==> src/ioc_pkg.sv <==
// package for the instruction memory configuration register block
// assumes one controller clock and a device control register bus master
package ioc_pkg;

  // register bus geometry
  localparam int IOC_DCR_AW = 10;
  localparam int IOC_DCR_DW = 32;
  localparam int IOC_PREFIX_W = 8;
  localparam int IOC_SUB_W = 2;

  // fixed low address bits of each register
  localparam logic [1:0] IOC_SUB_FILL_ADDR = 2'h0;
  localparam logic [1:0] IOC_SUB_FILL_DATA = 2'h1;
  localparam logic [1:0] IOC_SUB_BASE = 2'h2;
  localparam logic [1:0] IOC_SUB_CTRL = 2'h3;

  // register widths
  localparam int IOC_BASE_W = 8;
  localparam int IOC_CTRL_W = 8;
  localparam int IOC_FILL_AW = 21;
  localparam int IOC_FILL_DW = 32;

  // control byte fields, little-endian numbering of the big-endian byte
  localparam int IOC_CTRL_EN_BIT = 7;
  localparam int IOC_RATIO_LSB = 0;
  localparam int IOC_RATIO_W = 3;

  // cpu address fields, big-endian bit 0 is [31]
  localparam int IOC_CPU_AW = 32;
  localparam int IOC_TOP_MSB = 31;
  localparam int IOC_TOP_LSB = 24;
  localparam int IOC_MEM_MSB = 23;
  localparam int IOC_MEM_LSB = 3;

  // reset values and step
  localparam logic [IOC_FILL_AW-1:0] IOC_FILL_ADDR_RST = 21'h000000;
  localparam logic [IOC_FILL_DW-1:0] IOC_FILL_DATA_RST = 32'h00000000;
  localparam logic [IOC_FILL_AW-1:0] IOC_FILL_ADDR_STEP = 21'h000001;
  localparam logic [IOC_DCR_DW-1:0] IOC_RD_ZERO = 32'h00000000;

  typedef struct packed {
    logic [IOC_FILL_AW-1:0] addr;
    logic [IOC_FILL_DW-1:0] data;
    logic even_en;
    logic odd_en;
  } ioc_fill_wr_t;

  typedef struct packed {
    logic dec_en;
    logic [IOC_RATIO_W-1:0] ratio;
  } ioc_ctrl_t;

  // only odd codes 2n-1 are valid ratios
  function automatic logic ioc_ratio_ok(input logic [IOC_RATIO_W-1:0] code);
    ioc_ratio_ok = code[0];
  endfunction

endpackage

==> src/ioc_dcr_config.sv <==
// configuration and fill registers of the instruction-side memory controller
// assumes a control register bus master that holds read or write until ack
//
// Behaviour
// - the top eight fetch address bits are matched against the base compare register, one 16 MB region.
// - the base compare register loads its eight-bit tie-off at reset.
// - the control register loads its eight-bit tie-off at reset.
// - the three-bit ratio field holds 2n-1, odd codes give 1:1 to 4:1 and even codes are unsupported.
// - the address decoder answers only while the decoder enable bit is set.
// - the fill target address register is 21 bits, cpu address bits 8 to 28, and aims fill writes.
// - every write of the fill data register advances the fill target address by one.
// - a fill data write stores its 32-bit instruction word into memory at the fill target address.
// - memory address outputs carry cpu address bits 8 to 28.
// - each register sits at the eight-bit tie-off prefix plus fixed low bits 00, 01, 10, 11.
// - the memory write address comes from the fill target address register.
// - the memory write data comes from the fill data register and feeds both banks.
// - separate even-word and odd-word enables qualify each fill write.
`timescale 1ns/100ps

module ioc_dcr_config
  import ioc_pkg::*;
(
  input wire logic i_clk_sys,
  input wire logic i_rst,
  input wire logic [IOC_BASE_W-1:0] i_base_compare_tieoff,
  input wire logic [IOC_CTRL_W-1:0] i_control_tieoff,
  input wire logic [IOC_PREFIX_W-1:0] i_register_address_prefix_tieoff,
  input wire logic i_dcr_read,
  input wire logic i_dcr_write,
  input wire logic [IOC_DCR_AW-1:0] i_dcr_abus,
  input wire logic [IOC_DCR_DW-1:0] i_dcr_dbus_in,
  output logic o_dcr_ack,
  output logic [IOC_DCR_DW-1:0] o_dcr_dbus_out,
  input wire logic i_fetch_valid,
  input wire logic [IOC_CPU_AW-1:0] i_fetch_addr,
  output logic o_fetch_hit,
  output logic [IOC_FILL_AW-1:0] o_memory_read_address_out,
  output logic [IOC_FILL_AW-1:0] o_memory_write_address_out,
  output logic [IOC_FILL_DW-1:0] o_memory_write_data_out,
  output logic o_even_word_write_enable,
  output logic o_odd_word_write_enable,
  output logic [IOC_RATIO_W-1:0] o_clock_ratio_select,
  output logic o_ratio_supported
);

  logic [IOC_BASE_W-1:0] instr_region_base_compare_reg;
  logic [IOC_CTRL_W-1:0] instr_memory_control_reg;
  logic [IOC_FILL_AW-1:0] fill_target_address_reg;
  logic [IOC_FILL_DW-1:0] fill_instruction_data_reg;
  logic [IOC_DCR_DW-1:0] rd_data_reg;
  logic ack_reg;
  logic ack_read_reg;
  ioc_fill_wr_t fill_wr_reg;
  logic hit_reg;
  logic [IOC_FILL_AW-1:0] rd_addr_reg;
  ioc_ctrl_t ctrl;
  logic dcr_sel;
  logic dcr_req;
  logic req_new;
  logic wr_strobe;
  logic rd_strobe;
  logic [IOC_SUB_W-1:0] sub;
  logic fill_data_wr;
  logic top_match;

  // only defined fields are decoded, reserved bits fall away
  assign ctrl.dec_en = instr_memory_control_reg[IOC_CTRL_EN_BIT];
  assign ctrl.ratio = instr_memory_control_reg[IOC_RATIO_LSB +: IOC_RATIO_W];

  assign sub = i_dcr_abus[IOC_SUB_W-1:0];
  assign dcr_sel = i_dcr_abus[IOC_DCR_AW-1:IOC_SUB_W] == i_register_address_prefix_tieoff;
  assign dcr_req = dcr_sel && (i_dcr_read || i_dcr_write);
  // one action per request, ack stays while the master holds it
  assign req_new = dcr_req && !ack_reg;
  assign wr_strobe = req_new && i_dcr_write;
  assign rd_strobe = req_new && i_dcr_read && !i_dcr_write;
  assign fill_data_wr = wr_strobe && (sub == IOC_SUB_FILL_DATA);

  // bus handshake
  always_ff @(posedge i_clk_sys)
  begin
    if (i_rst)
    begin
      ack_reg <= 1'b0;
      ack_read_reg <= 1'b0;
    end
    else
    begin
      ack_reg <= dcr_req;
      ack_read_reg <= dcr_req && i_dcr_read && !i_dcr_write;
    end
  end

  // base compare register
  always_ff @(posedge i_clk_sys)
  begin
    if (i_rst)
      instr_region_base_compare_reg <= i_base_compare_tieoff;
    else if (wr_strobe && sub == IOC_SUB_BASE)
      instr_region_base_compare_reg <= i_dcr_dbus_in[IOC_BASE_W-1:0];
  end

  // control register
  always_ff @(posedge i_clk_sys)
  begin
    if (i_rst)
      instr_memory_control_reg <= i_control_tieoff;
    else if (wr_strobe && sub == IOC_SUB_CTRL)
      instr_memory_control_reg <= i_dcr_dbus_in[IOC_CTRL_W-1:0];
  end

  // fill target address, loaded by software and stepped by fill writes
  always_ff @(posedge i_clk_sys)
  begin
    if (i_rst)
      fill_target_address_reg <= IOC_FILL_ADDR_RST;
    else if (wr_strobe && sub == IOC_SUB_FILL_ADDR)
      fill_target_address_reg <= i_dcr_dbus_in[IOC_FILL_AW-1:0];
    else if (fill_data_wr)
      fill_target_address_reg <= fill_target_address_reg + IOC_FILL_ADDR_STEP;
  end

  // fill data register
  always_ff @(posedge i_clk_sys)
  begin
    if (i_rst)
      fill_instruction_data_reg <= IOC_FILL_DATA_RST;
    else if (fill_data_wr)
      fill_instruction_data_reg <= i_dcr_dbus_in;
  end

  // memory write port, one pulse per fill write
  always_ff @(posedge i_clk_sys)
  begin
    if (i_rst)
    begin
      fill_wr_reg.addr <= IOC_FILL_ADDR_RST;
      fill_wr_reg.data <= IOC_FILL_DATA_RST;
      fill_wr_reg.even_en <= 1'b0;
      fill_wr_reg.odd_en <= 1'b0;
    end
    else
    begin
      if (fill_data_wr)
      begin
        fill_wr_reg.addr <= fill_target_address_reg;
        fill_wr_reg.data <= i_dcr_dbus_in;
      end
      // lowest address bit picks the word within the 64-bit line
      fill_wr_reg.even_en <= fill_data_wr && !fill_target_address_reg[0];
      fill_wr_reg.odd_en <= fill_data_wr && fill_target_address_reg[0];
    end
  end

  // register read back
  always_ff @(posedge i_clk_sys)
  begin
    if (i_rst)
      rd_data_reg <= IOC_RD_ZERO;
    else if (rd_strobe)
    begin
      rd_data_reg <= IOC_RD_ZERO;
      unique case (sub)
        IOC_SUB_FILL_ADDR: rd_data_reg[IOC_FILL_AW-1:0] <= fill_target_address_reg;
        IOC_SUB_FILL_DATA: rd_data_reg <= fill_instruction_data_reg;
        IOC_SUB_BASE: rd_data_reg[IOC_BASE_W-1:0] <= instr_region_base_compare_reg;
        IOC_SUB_CTRL: rd_data_reg[IOC_CTRL_W-1:0] <= instr_memory_control_reg;
      endcase
    end
  end

  // fetch decoder
  assign top_match = i_fetch_addr[IOC_TOP_MSB:IOC_TOP_LSB] == instr_region_base_compare_reg;

  always_ff @(posedge i_clk_sys)
  begin
    if (i_rst)
    begin
      hit_reg <= 1'b0;
      rd_addr_reg <= IOC_FILL_ADDR_RST;
    end
    else
    begin
      hit_reg <= i_fetch_valid && ctrl.dec_en && top_match;
      if (i_fetch_valid)
        rd_addr_reg <= i_fetch_addr[IOC_MEM_MSB:IOC_MEM_LSB];
    end
  end

  // outputs; unselected bus data passes along the chain
  assign o_dcr_ack = ack_reg;
  assign o_dcr_dbus_out = (ack_read_reg && dcr_req) ? rd_data_reg : i_dcr_dbus_in;
  assign o_fetch_hit = hit_reg;
  assign o_memory_read_address_out = rd_addr_reg;
  assign o_memory_write_address_out = fill_wr_reg.addr;
  assign o_memory_write_data_out = fill_wr_reg.data;
  assign o_even_word_write_enable = fill_wr_reg.even_en;
  assign o_odd_word_write_enable = fill_wr_reg.odd_en;
  assign o_clock_ratio_select = ctrl.ratio;
  assign o_ratio_supported = ioc_ratio_ok(ctrl.ratio);

  // checks
  property p_base_match;
    @(posedge i_clk_sys) disable iff (i_rst)
    o_fetch_hit |-> $past(i_fetch_addr[IOC_TOP_MSB:IOC_TOP_LSB]) ==
      $past(instr_region_base_compare_reg);
  endproperty
  a_base_match: assert property (p_base_match) else $error("hit without base match");

  property p_base_reset;
    @(posedge i_clk_sys)
    i_rst |=> instr_region_base_compare_reg == $past(i_base_compare_tieoff);
  endproperty
  a_base_reset: assert property (p_base_reset) else $error("base not from tie-off");

  property p_ctrl_reset;
    @(posedge i_clk_sys)
    i_rst |=> instr_memory_control_reg == $past(i_control_tieoff);
  endproperty
  a_ctrl_reset: assert property (p_ctrl_reset) else $error("control not from tie-off");

  property p_ratio_odd;
    @(posedge i_clk_sys) disable iff (i_rst)
    o_ratio_supported == o_clock_ratio_select[0];
  endproperty
  a_ratio_odd: assert property (p_ratio_odd) else $error("ratio support wrong");

  property p_dec_off;
    @(posedge i_clk_sys) disable iff (i_rst)
    !ctrl.dec_en |=> !o_fetch_hit;
  endproperty
  a_dec_off: assert property (p_dec_off) else $error("hit while decoder off");

  property p_fill_addr_wr;
    @(posedge i_clk_sys) disable iff (i_rst)
    (wr_strobe && sub == IOC_SUB_FILL_ADDR) |=>
      fill_target_address_reg == $past(i_dcr_dbus_in[IOC_FILL_AW-1:0]);
  endproperty
  a_fill_addr_wr: assert property (p_fill_addr_wr) else $error("fill address not loaded");

  property p_fill_step;
    @(posedge i_clk_sys) disable iff (i_rst)
    fill_data_wr |=> fill_target_address_reg == $past(fill_target_address_reg) + IOC_FILL_ADDR_STEP;
  endproperty
  a_fill_step: assert property (p_fill_step) else $error("fill address not stepped");

  property p_fill_store;
    @(posedge i_clk_sys) disable iff (i_rst)
    fill_data_wr |=> (o_even_word_write_enable || o_odd_word_write_enable) &&
      o_memory_write_data_out == $past(i_dcr_dbus_in) ##1
      !o_even_word_write_enable && !o_odd_word_write_enable;
  endproperty
  a_fill_store: assert property (p_fill_store) else $error("fill word not stored once");

  property p_read_addr;
    @(posedge i_clk_sys) disable iff (i_rst)
    i_fetch_valid |=> o_memory_read_address_out == $past(i_fetch_addr[IOC_MEM_MSB:IOC_MEM_LSB]);
  endproperty
  a_read_addr: assert property (p_read_addr) else $error("read address bits wrong");

  property p_dcr_ack;
    @(posedge i_clk_sys) disable iff (i_rst)
    (dcr_req && !o_dcr_ack) |=> o_dcr_ack;
  endproperty
  a_dcr_ack: assert property (p_dcr_ack) else $error("selected access not acked");

  property p_wr_addr;
    @(posedge i_clk_sys) disable iff (i_rst)
    (o_even_word_write_enable || o_odd_word_write_enable) |->
      o_memory_write_address_out + IOC_FILL_ADDR_STEP == fill_target_address_reg;
  endproperty
  a_wr_addr: assert property (p_wr_addr) else $error("write address not fill address");

  property p_wr_data;
    @(posedge i_clk_sys) disable iff (i_rst)
    (o_even_word_write_enable || o_odd_word_write_enable) |->
      o_memory_write_data_out == fill_instruction_data_reg;
  endproperty
  a_wr_data: assert property (p_wr_data) else $error("write data not fill data");

  property p_bank_pick;
    @(posedge i_clk_sys) disable iff (i_rst)
    (o_even_word_write_enable || o_odd_word_write_enable) |->
      (o_even_word_write_enable != o_odd_word_write_enable) &&
      (o_odd_word_write_enable == o_memory_write_address_out[0]);
  endproperty
  a_bank_pick: assert property (p_bank_pick) else $error("bank enable wrong");

  property p_reserved;
    @(posedge i_clk_sys) disable iff (i_rst)
    o_clock_ratio_select == instr_memory_control_reg[IOC_RATIO_LSB +: IOC_RATIO_W];
  endproperty
  a_reserved: assert property (p_reserved) else $error("ratio field misplaced");

  c_fill_two: cover property (@(posedge i_clk_sys) disable iff (i_rst)
    o_even_word_write_enable ##[1:20] o_odd_word_write_enable);
  c_hit: cover property (@(posedge i_clk_sys) disable iff (i_rst) o_fetch_hit);
  c_read_back: cover property (@(posedge i_clk_sys) disable iff (i_rst)
    ack_read_reg && dcr_req);
  c_foreign: cover property (@(posedge i_clk_sys) disable iff (i_rst)
    (i_dcr_read || i_dcr_write) && !dcr_sel);

endmodule

==> config.mk <==
export PLATFORM = sky130hd
export DESIGN_NAME = ioc_dcr_config
export DESIGN_NICKNAME = d
export VERILOG_FILES = /design/src/ioc_pkg.sv /design/src/ioc_dcr_config.sv
export SDC_FILE = /design/constraint.sdc
export NUM_CORES = 1
export LEC_CHECK = 0
export BUFFER_PORTS_ARGS = -buffer_cell sky130_fd_sc_hd__buf_2
export CAP_MARGIN = 20
export CORE_ASPECT_RATIO = 0.8
export CORE_MARGIN = 10
export CORE_UTILIZATION = 23
export DETAILED_ROUTE_END_ITERATION = 12
export SETUP_SLACK_MARGIN = 0.1
export SYNTH_ARGS = -nofsm -noshare
export SYNTH_HDL_FRONTEND = slang
export SYNTH_SLANG_ARGS = --single-unit
==> constraint.sdc <==
create_clock -name i_clk_sys -period 2.6 [get_ports i_clk_sys]
set_clock_uncertainty 0.2 [all_clocks]
set_input_delay 0.52 -clock i_clk_sys [delete_from_list [all_inputs] [get_ports i_clk_sys]]
set_output_delay 0.52 -clock i_clk_sys [all_outputs]
set_load 0.005 [all_outputs]
==> results.yml, run 1 <==
synthesis:
  avgSynthCellArea_sq_um: 8.926
  synth_flop_cell: "dfxtp_1"
  synth_edf_count: 16
  synth_cells: 791
  synth_top_cell_by_area: "dfxtp_1"
  synth_area_sq_um: 7061
  ys_types: 55
  yosys_warnings: 0
  async_flop_share_pct: 0
  ys_ff_latch: 148
  yosys-top-cells-area: "dfxtp_1 37%, edfxtp_1 6.8%, nand2_1 5.8%"
  synth_seq_area_share_pct: 44.23
  syn-num-nets: 895
  synth_top_cell_area_share_pct: 37.43
timing:
  timing.fmax_mhz: 363.7
  rsz0062_at_grt: "true"
  hold_violations: 0
  relSlewSlack_pct: 38.96
  tightestPinTransition_ns: 0.9038
  drv_slew: 0
  setup_viol: 32
  worst_slack_ns: -0.1496
  min_period_ns: 2.750
  fin_crit_sh_pct: 105.8
  hold-worst-slack_ns: 0.1268
  final.setup.tns_ns: -3.310
power:
  power_density_nw_per_um2: 551.8
  leakage_uw: 0.004004
  pwr-share-comb_pct: 10.0
  clkPwrFrac_pct: 45.2
  p_total_uw: 5304
  switchingPower_uw: 1378
  sw_frac_of_total_pct: 25.99
  peakVddDrop_v: 0.0004265
  p_seq_share_pct: 44.8
  power.internal_uw: 3925
setup_path:
  end_kind: "primary output"
  worstSetupPathType: "input port to primary output"
  worstPathMaxFanout: 16
  cp-start-kind: "input port"
  arrival_ns: 2.03
  required_ns: 1.88
floorplan:
  pin_count: 217
  die_h_microns: 176.7
  core_area_sq_um: 30310
  dieArea_sq_um: 38150
  chipWidth_microns: 215.9
  start_util_pct: 23.29
  std_cell_rows: 57
routing:
  final_antenna_net_count: 0
  wl_microns: 27270
  drcViolationCount: 0
  drt-wirelength-per-cell_microns: 19.07
  avgViaCountPerCell: 4.709
  dr.pass1.iters: 4
  vias: 6734
  drtIter0Drc: 316
run_status:
  violations: "setup timing"
  outcome: "complete, but fails checks"
layout:
  layout.cells.most_common_list: "196 x buf_2, 132 x dfxtp_1, 109 x nand2_1"
  layout.nets: 1108
  drive_above_1_share_pct: 35.99
  finalNonFillerCells: 1430
  syn2layout_area_growth_pct: 36.13
  final_common_cell: "buf_2"
  diodes: 0
  final_core_util_pct: 31.71
clock_tree:
  clk_pin_slew_ns: 0.07
  clockBufferDepth: 2
  clk_latency_ns: 0.43
  cts_buffers: 17
  htree_levels: 4
  cts.sinks: 148
  cts_root_buffer: "clkbuf_16"
  cts_tree: "done"
grt:
  track_usage_pct: 13.78
  grt_overflow: 0
  grt_max_degree: 54
  grt_pass1_vias: 6814
  grt_pass1_wl_microns: 40900
  antenna_found_initial: 0
flow_run:
  drv_cap: 0
placed_design:
  dp_hpwl_microns: 20230
  portBuffers: 213
  gp_congestion: 0.8135
  dp.cells: 1388
min_path:
  min_path_type: "input port to register"
## layout make-up
type	count	area, sq um
Clock inverter	14	131.4
Sequential cell	148	3123
Tap cell	413	516.7
Timing Repair Buffer	271	1742
Fill cell	3174	20700
Inverter	5	18.77
Multi-Input combinational cell	561	3651
Clock buffer	18	429.2
## Yosys cell counts (2+ instances only)
library cell / number
dfxtp_1: 132
a31oi_1: 2
nand4_1: 10
nor2_1: 37
o21ai_0: 62
a31o_2: 7
buf_4: 6
clkbuf_1: 46
nor2b_1: 2
a32oi_1: 18
a41oi_1: 2
and3_1: 3
a21oi_1: 69
buf_1: 2
buf_6: 6
nor4_1: 3
o21ai_1: 4
mux2_2: 32
o21a_1: 4
edfxtp_1: 16
nor4_4: 3
nor3b_1: 3
xnor2_1: 11
or3_1: 13
xor2_1: 5
nand2_1: 109
mux2i_1: 35
and4_1: 6
a22oi_1: 8
and2_1: 4
inv_1: 5
nor3_1: 14
buf_2: 16
nand3_1: 67
or4_1: 2
mux4_2: 8
## power groups by stage
stage	registers (uW)	clock network (uW)	logic [uW]
floorplan	2430	0	242
detailed placement	2430	0	497
global placement	2430	0	494
global route	2380	2530	572
CTS	2380	2440	533
finish	2380	2390	531
## final timing paths
path / cells after the start / slack [ns] / to / from
worst max-delay path: 8 / -0.15 / o_dcr_dbus_out[22] / i_register_address_prefix_tieoff[4]
worst min-delay path: 3 / 0.13 / o_memory_read_address_out[7] / i_fetch_addr[10]
worst max register to register: 5 / 0.38 / fill_target_address_reg[14] / fill_target_address_reg[5]
worst min register to register: 2 / 0.25 / rd_data_reg[9] / rd_data_reg[9]
## per-stage QoR
step	worst slack [ns]	area, sq um
2_1_floorplan	0.02849	7102
3_3_place_gp	-0.1070	8791
3_5_place_dp	-0.1286	8791
4_1_cts	-0.1082	9565
5_1_grt	-0.2072	9612
6_report	-0.1496	9612
## worst max-delay path, cell delays in order
cell	delay (ns)
buf_2	0.10
xor2_1	0.17
or2_1	0.27
nor3_4	0.20
nand2_2	0.12
buf_12	0.17
mux2_2	0.30
buf_2	0.14
## metal layers
metal / vias up / part of all wire, % / GRT usage (%)
met3: 30 / 6.3 / 4.066
met5: - / 0 / 0
met1: 3234 / 45 / 17.46
met2: 201 / 47 / 22.19
li1: 3269 / - / -
met4: 0 / 1.9 / 4.304
## logic make-up after synthesis
| group | synth area share, % |
|---|---|
| adder cells (fa/ha/maj) | 0.1772 |
| AO/OA/AOI/OAI | 15.17 |
| AND/OR/NAND/NOR | 20.20 |
| buffers and inverters | 5.618 |
| multiplexers | 12.62 |
| XOR/XNOR | 1.985 |
| flip-flops | 44.23 |
## repair_timing
item,in CTS,in global routing
cloned,0,2
hold buffers,0,0
endpoints found under the setup margin,32,49
gates resized for setup,26,7
pin swaps,7,5
setup buffers,9,2
No activity file was read; power rests on OpenSTA's default activity.
==> run 2, diff against run 1 <==
==> constraint.sdc (replaced) <==
create_clock -name i_clk_sys -period 2.21 [get_ports i_clk_sys]
set_clock_uncertainty 0.2 [all_clocks]
set_input_delay 0.442 -clock i_clk_sys [delete_from_list [all_inputs] [get_ports i_clk_sys]]
set_output_delay 0.442 -clock i_clk_sys [all_outputs]
set_load 0.005 [all_outputs]
==> results.yml, run 2 (synthesis gave the netlist of run 1 again) <==
routing:
  final_antenna_net_count: 0
  vias: 7118
  dr.pass1.iters: 5
  drtIter0Drc: 462
  drt-wirelength-per-cell_microns: 19.88
  avgViaCountPerCell: 4.839
  wl_microns: 29240
  drcViolationCount: 0
power:
  peakVddDrop_v: 0.0004976
  p_total_uw: 6250
  pwr-share-comb_pct: 11.2
  power_density_nw_per_um2: 598.8
  p_seq_share_pct: 44.8
  sw_frac_of_total_pct: 25.81
  switchingPower_uw: 1613
  power.internal_uw: 4637
  leakage_uw: 0.004308
  clkPwrFrac_pct: 44.1
clock_tree:
  cts.sinks: 148
  cts_tree: "done"
  clk_latency_ns: 0.43
  clk_pin_slew_ns: 0.06
  cts_root_buffer: "clkbuf_16"
  htree_levels: 4
  clockBufferDepth: 2
  ctsHoldBuffers: 0
  cts_buffers: 17
layout:
  layout.nets: 1148
  stdcell_area_sq_um: 10440
  final_common_cell: "buf_2"
  layout.cells.most_common_list: "203 x buf_2, 132 x dfxtp_1, 107 x nand2_1"
  syn2layout_area_growth_pct: 47.83
  drive_above_1_share_pct: 44.65
  fill_cells: 3083
grt:
  track_usage_pct: 14.12
  antenna_found_initial: 1
  grt_pass1_wl_microns: 42140
  grt_max_degree: 71
  grt_pass1_vias: 6936
  grt_overflow: 0
floorplan:
  chipWidth_microns: 215.9
  core_area_sq_um: 30310
  dieArea_sq_um: 38150
  start_util_pct: 23.29
  die_h_microns: 176.7
  std_cell_rows: 57
  pin_count: 217
setup_path:
  worstSetupPathType: "input port to primary output"
  worstPathMaxFanout: 27
  required_ns: 1.57
  cp-start-kind: "input port"
  end_kind: "primary output"
  crit_path_start: "i_dcr_abus[6]"
  arrival_ns: 1.95
  rr_startpoint: "fill_target_address_reg[0]"
run_status:
  outcome: "complete, but fails checks"
  violations: "setup timing"
placed_design:
  gp_congestion: 0.8251
  portBuffers: 213
  place_area_sq_um: 9041
  dp_hpwl_microns: 20550
  pre_cts_ws_ns: -0.4862
timing:
  rsz0062_at_grt: "true"
  drv_slew: 0
  final.setup.tns_ns: -13.38
  worst_slack_ns: -0.3841
  min_period_ns: 2.594
  hold_violations: 0
  fin_crit_sh_pct: 117.4
  tightestPinTransition_ns: 0.5642
  timing.fmax_mhz: 385.5
  relSlewSlack_pct: 62.39
  setup_viol: 98
flow_run:
  drv_cap: 0
min_path:
  min_path_type: "input port to register"
  holdCritStartpoint: "i_fetch_addr[19]"
[run 2: cell types whose count changed in the layout (fill, tap and decap cells not counted), moves of 6 or more]
cell / change
o21ai_0: -39
o21ai_1: +26
a21oi_1: -19
a21oi_2: +19
nand3_1: -19
nand3_2: +17
buf_4: +12
buf_6: +10
o21ai_2: +10
buf_2: +7
clkinv_4: -6
[run 2: metrics by stage]
| stage | std cells | hold slack (ns) | util (%) |
|---|---|---|---|
| floorplan | 791 | 0.2294 | - |
| global placement | 1416 | 0.2466 | 29.83 |
| detailed placement | 1416 | 0.2463 | 29.83 |
| CTS | 1462 | 0.03733 | 32.67 |
| global route | 1470 | 0.04628 | 34.43 |
| finish | 1471 | 0.05421 | 34.44 |
[run 2: repair_timing]
action | in CTS | in global routing
endpoints found under the setup margin | 32 | 154
pin swaps | 14 | 48
cloned | 0 | 6
setup buffers | 15 | 6
gates resized for setup | 61 | 105
endpoints found under the hold margin | 0 | 0
[run 2: power by group through the flow]
stage / sequential [uW] / combinational, uW / clock [uW]
after floorplan: 2850 / 288 / 0
after global placement: 2850 / 596 / 0
after detailed placement: 2860 / 603 / 0
after CTS: 2800 / 652 / 2800
after global routing: 2800 / 745 / 2910
final: 2800 / 697 / 2760
[run 2: layer usage]
| layer | GRT usage [%] | wire, microns |
|---|---|---|
| met1 | 17.83 | 12940 |
| met2 | 23.60 | 14300 |
| met3 | 3.177 | 1388 |
| met4 | 4.304 | 608 |
| met5 | 0 | 0 |
[run 2: path summary, 6_finish.rpt]
check	endpoint	cells after the start	slack (ns)
hold reg to reg	rd_data_reg[16]	2	0.25
setup / recovery	o_dcr_dbus_out[0]	8	-0.38
hold / removal	o_memory_read_address_out[16]	3	0.05
setup reg to reg	fill_target_address_reg[18]	6	0.20
[run 2: worst max-delay path: stages]
cell     delay, ns
buf_2         0.13
xor2_4        0.17
or2_1         0.24
nor3_2        0.21
nand2_2       0.12
buf_12        0.18
mux2_2        0.29
buf_2         0.13
[run 2: area by class of cell]
type	instances	area (sq um)	share of cell area, %
Multi-Input combinational cell	561	4024	38.55
Sequential cell	148	3123	29.92
Timing Repair Buffer	311	2212	21.19
Tap cell	413	516.7	4.951
Clock buffer	18	429.2	4.112
Clock inverter	14	111.4	1.067
Inverter	5	18.77	0.1798
Antenna cell	1	2.502	0.02398
==> run 3, diff against run 2 <==
--- a/config.mk
+++ b/config.mk
@@ -9,9 +9,12 @@
 export CAP_MARGIN = 20
 export CORE_ASPECT_RATIO = 0.8
 export CORE_MARGIN = 10
-export CORE_UTILIZATION = 23
+export CORE_UTILIZATION = 47
 export DETAILED_ROUTE_END_ITERATION = 12
+export PLACE_DENSITY = 0.77
+export REMOVE_ABC_BUFFERS = 1
 export SETUP_SLACK_MARGIN = 0.1
+export SKIP_CTS_REPAIR_TIMING = 1
 export SYNTH_ARGS = -nofsm -noshare
 export SYNTH_HDL_FRONTEND = slang
 export SYNTH_SLANG_ARGS = --single-unit
==> results.yml, run 3 (synthesis gave the netlist of run 1 again) <==
floorplan:
  start_util_pct: 48.72
  die_h_microns: 129.6
  pin_count: 217
  dieArea_sq_um: 20360
  core_area_sq_um: 14490
  chipWidth_microns: 157.0
  std_cell_rows: 39
routing:
  avgViaCountPerCell: 5.718
  vias: 6885
  dr.pass1.iters: 5
  wl_microns: 23130
  final_antenna_net_count: 0
  drcViolationCount: 0
  drt-wirelength-per-cell_microns: 19.21
  drtIter0Drc: 553
power:
  p_seq_share_pct: 44.3
  peakVddDrop_v: 0.0005036
  sw_frac_of_total_pct: 22.96
  clkPwrFrac_pct: 46.5
  power_density_nw_per_um2: 685.9
  pwr-share-comb_pct: 9.2
  power.internal_uw: 4875
  switchingPower_uw: 1453
  leakage_uw: 0.003977
timing:
  drv_slew: 0
  timing.fmax_mhz: 391.4
  worst_slack_ns: -0.3450
  hold_violations: 0
  fin_crit_sh_pct: 115.6
  setup_viol: 32
  tightestPinTransition_ns: 0.6028
  relSlewSlack_pct: 59.81
  hold-worst-slack_ns: 0.05630
  rsz0062_at_grt: "true"
  min_period_ns: 2.555
  final.setup.tns_ns: -10.69
setup_path:
  cp-start-kind: "input port"
  arrival_ns: 1.91
  reg2reg_slack_ns: 0.26
  worstSetupPathType: "input port to primary output"
  end_kind: "primary output"
  required_ns: 1.57
  rr_startpoint: "o_dcr_ack"
  reg2regPathDepth: 4
  worstPathMaxFanout: 18
  regToRegEndpoint: "o_memory_write_data_out[5]"
layout:
  final_common_cell: "buf_2"
  layout.cells.most_common_list: "201 x buf_2, 132 x dfxtp_1, 109 x nand2_1"
  drive_above_1_share_pct: 35.23
  layout.nets: 1110
  fill_cells: 1256
  final_core_util_pct: 63.65
  finalNonFillerCells: 1204
  syn2layout_area_growth_pct: 30.66
grt:
  grt_pass1_wl_microns: 36700
  antenna_found_initial: 1
  grt_max_degree: 81
  grt_pass1_vias: 7026
  grt_overflow: 0
  track_usage_pct: 22.32
min_path:
  whs_path_depth: 3
  min_path_type: "input port to register"
  whs_endpoint: "o_memory_read_address_out[6]"
  holdCritStartpoint: "i_fetch_addr[9]"
placed_design:
  dp_hpwl_microns: 17080
  dp.cells: 1171
  gp_congestion: 0.8915
  portBuffers: 213
clock_tree:
  htree_levels: 4
  clk_pin_slew_ns: 0.06
  cts.sinks: 148
  cts_buffers: 17
  cts_root_buffer: "clkbuf_16"
  clockBufferDepth: 2
  clk_latency_ns: 0.42
  cts_tree: "done"
flow_run:
  drv_cap: 0
run_status:
  outcome: "complete, but fails checks"
  violations: "setup timing"
-- run 3: cell types whose count changed in the layout (fill, tap and decap cells not counted), sizes merged --
cell | before | now
buf | 305 | 273
clkinv | 7 | 2
inv | 8 | 5
bufinv | 1 | 3
clkbuf | 24 | 23
clkinvlp | 3 | 4
-- run 3: final cells by class --
type,count,area (sq um),area share [%]
Sequential cell,148,3123,33.85
Clock inverter,9,127.6,1.383
Timing Repair Buffer,273,1697,18.39
Antenna cell,1,2.502,0.02713
Clock buffer,23,467.9,5.073
Inverter,5,18.77,0.2034
Tap cell,184,230.2,2.496
Multi-Input combinational cell,561,3558,38.57
-- run 3: how the worst max path moves through the flow --
stage	from	slack, ns	end	cells after the start
2_1_floorplan	i_dcr_abus[1]	-0.43	fill_target_address_reg[9]	5
3_3_place_gp	i_register_address_prefix_tieoff[4]	-0.33	o_dcr_dbus_out[1]	8
3_5_place_dp	i_register_address_prefix_tieoff[4]	-0.36	o_dcr_dbus_out[19]	8
4_1_cts	i_register_address_prefix_tieoff[4]	-0.35	o_dcr_dbus_out[19]	8
5_1_grt	i_register_address_prefix_tieoff[7]	-0.42	o_dcr_dbus_out[19]	8
6_report	i_register_address_prefix_tieoff[4]	-0.34	o_dcr_dbus_out[19]	8
-- run 3: metrics by stage --
stage / area, sq um / setup slack [ns] / power, uW
floorplan: 6683 / -0.4269 / 3056
global placement: 8553 / -0.3330 / 3410
detailed placement: 8553 / -0.3595 / 3423
CTS: 9149 / -0.3520 / 6345
global route: 9225 / -0.4159 / 6528
finish: 9225 / -0.3450 / 6328
-- run 3: power groups by stage --
stage               logic (uW)  clock network, uW  registers, uW
finish                     583               2940           2800
global route               634               3090           2810
CTS                        568               2980           2800
detailed placement         566                  0           2860
global placement           554                  0           2860
floorplan                  201                  0           2850
-- run 3: critical path: stages --
cell and delay, ns:
buf_2 0.10, xor2_1 0.16, or2_1 0.24, nor3_2 0.25, nand2_2 0.13, buf_12 0.18, mux2_2 0.28, buf_2 0.13
-- run 3: routing by layer --
| layer | track usage (%) | share of wire, % |
|---|---|---|
| met4 | 9.056 | 2.3 |
| met1 | 27.68 | 42 |
| met2 | 35.58 | 46 |
| met5 | 0 | 0 |
| met3 | 7.011 | 9.9 |
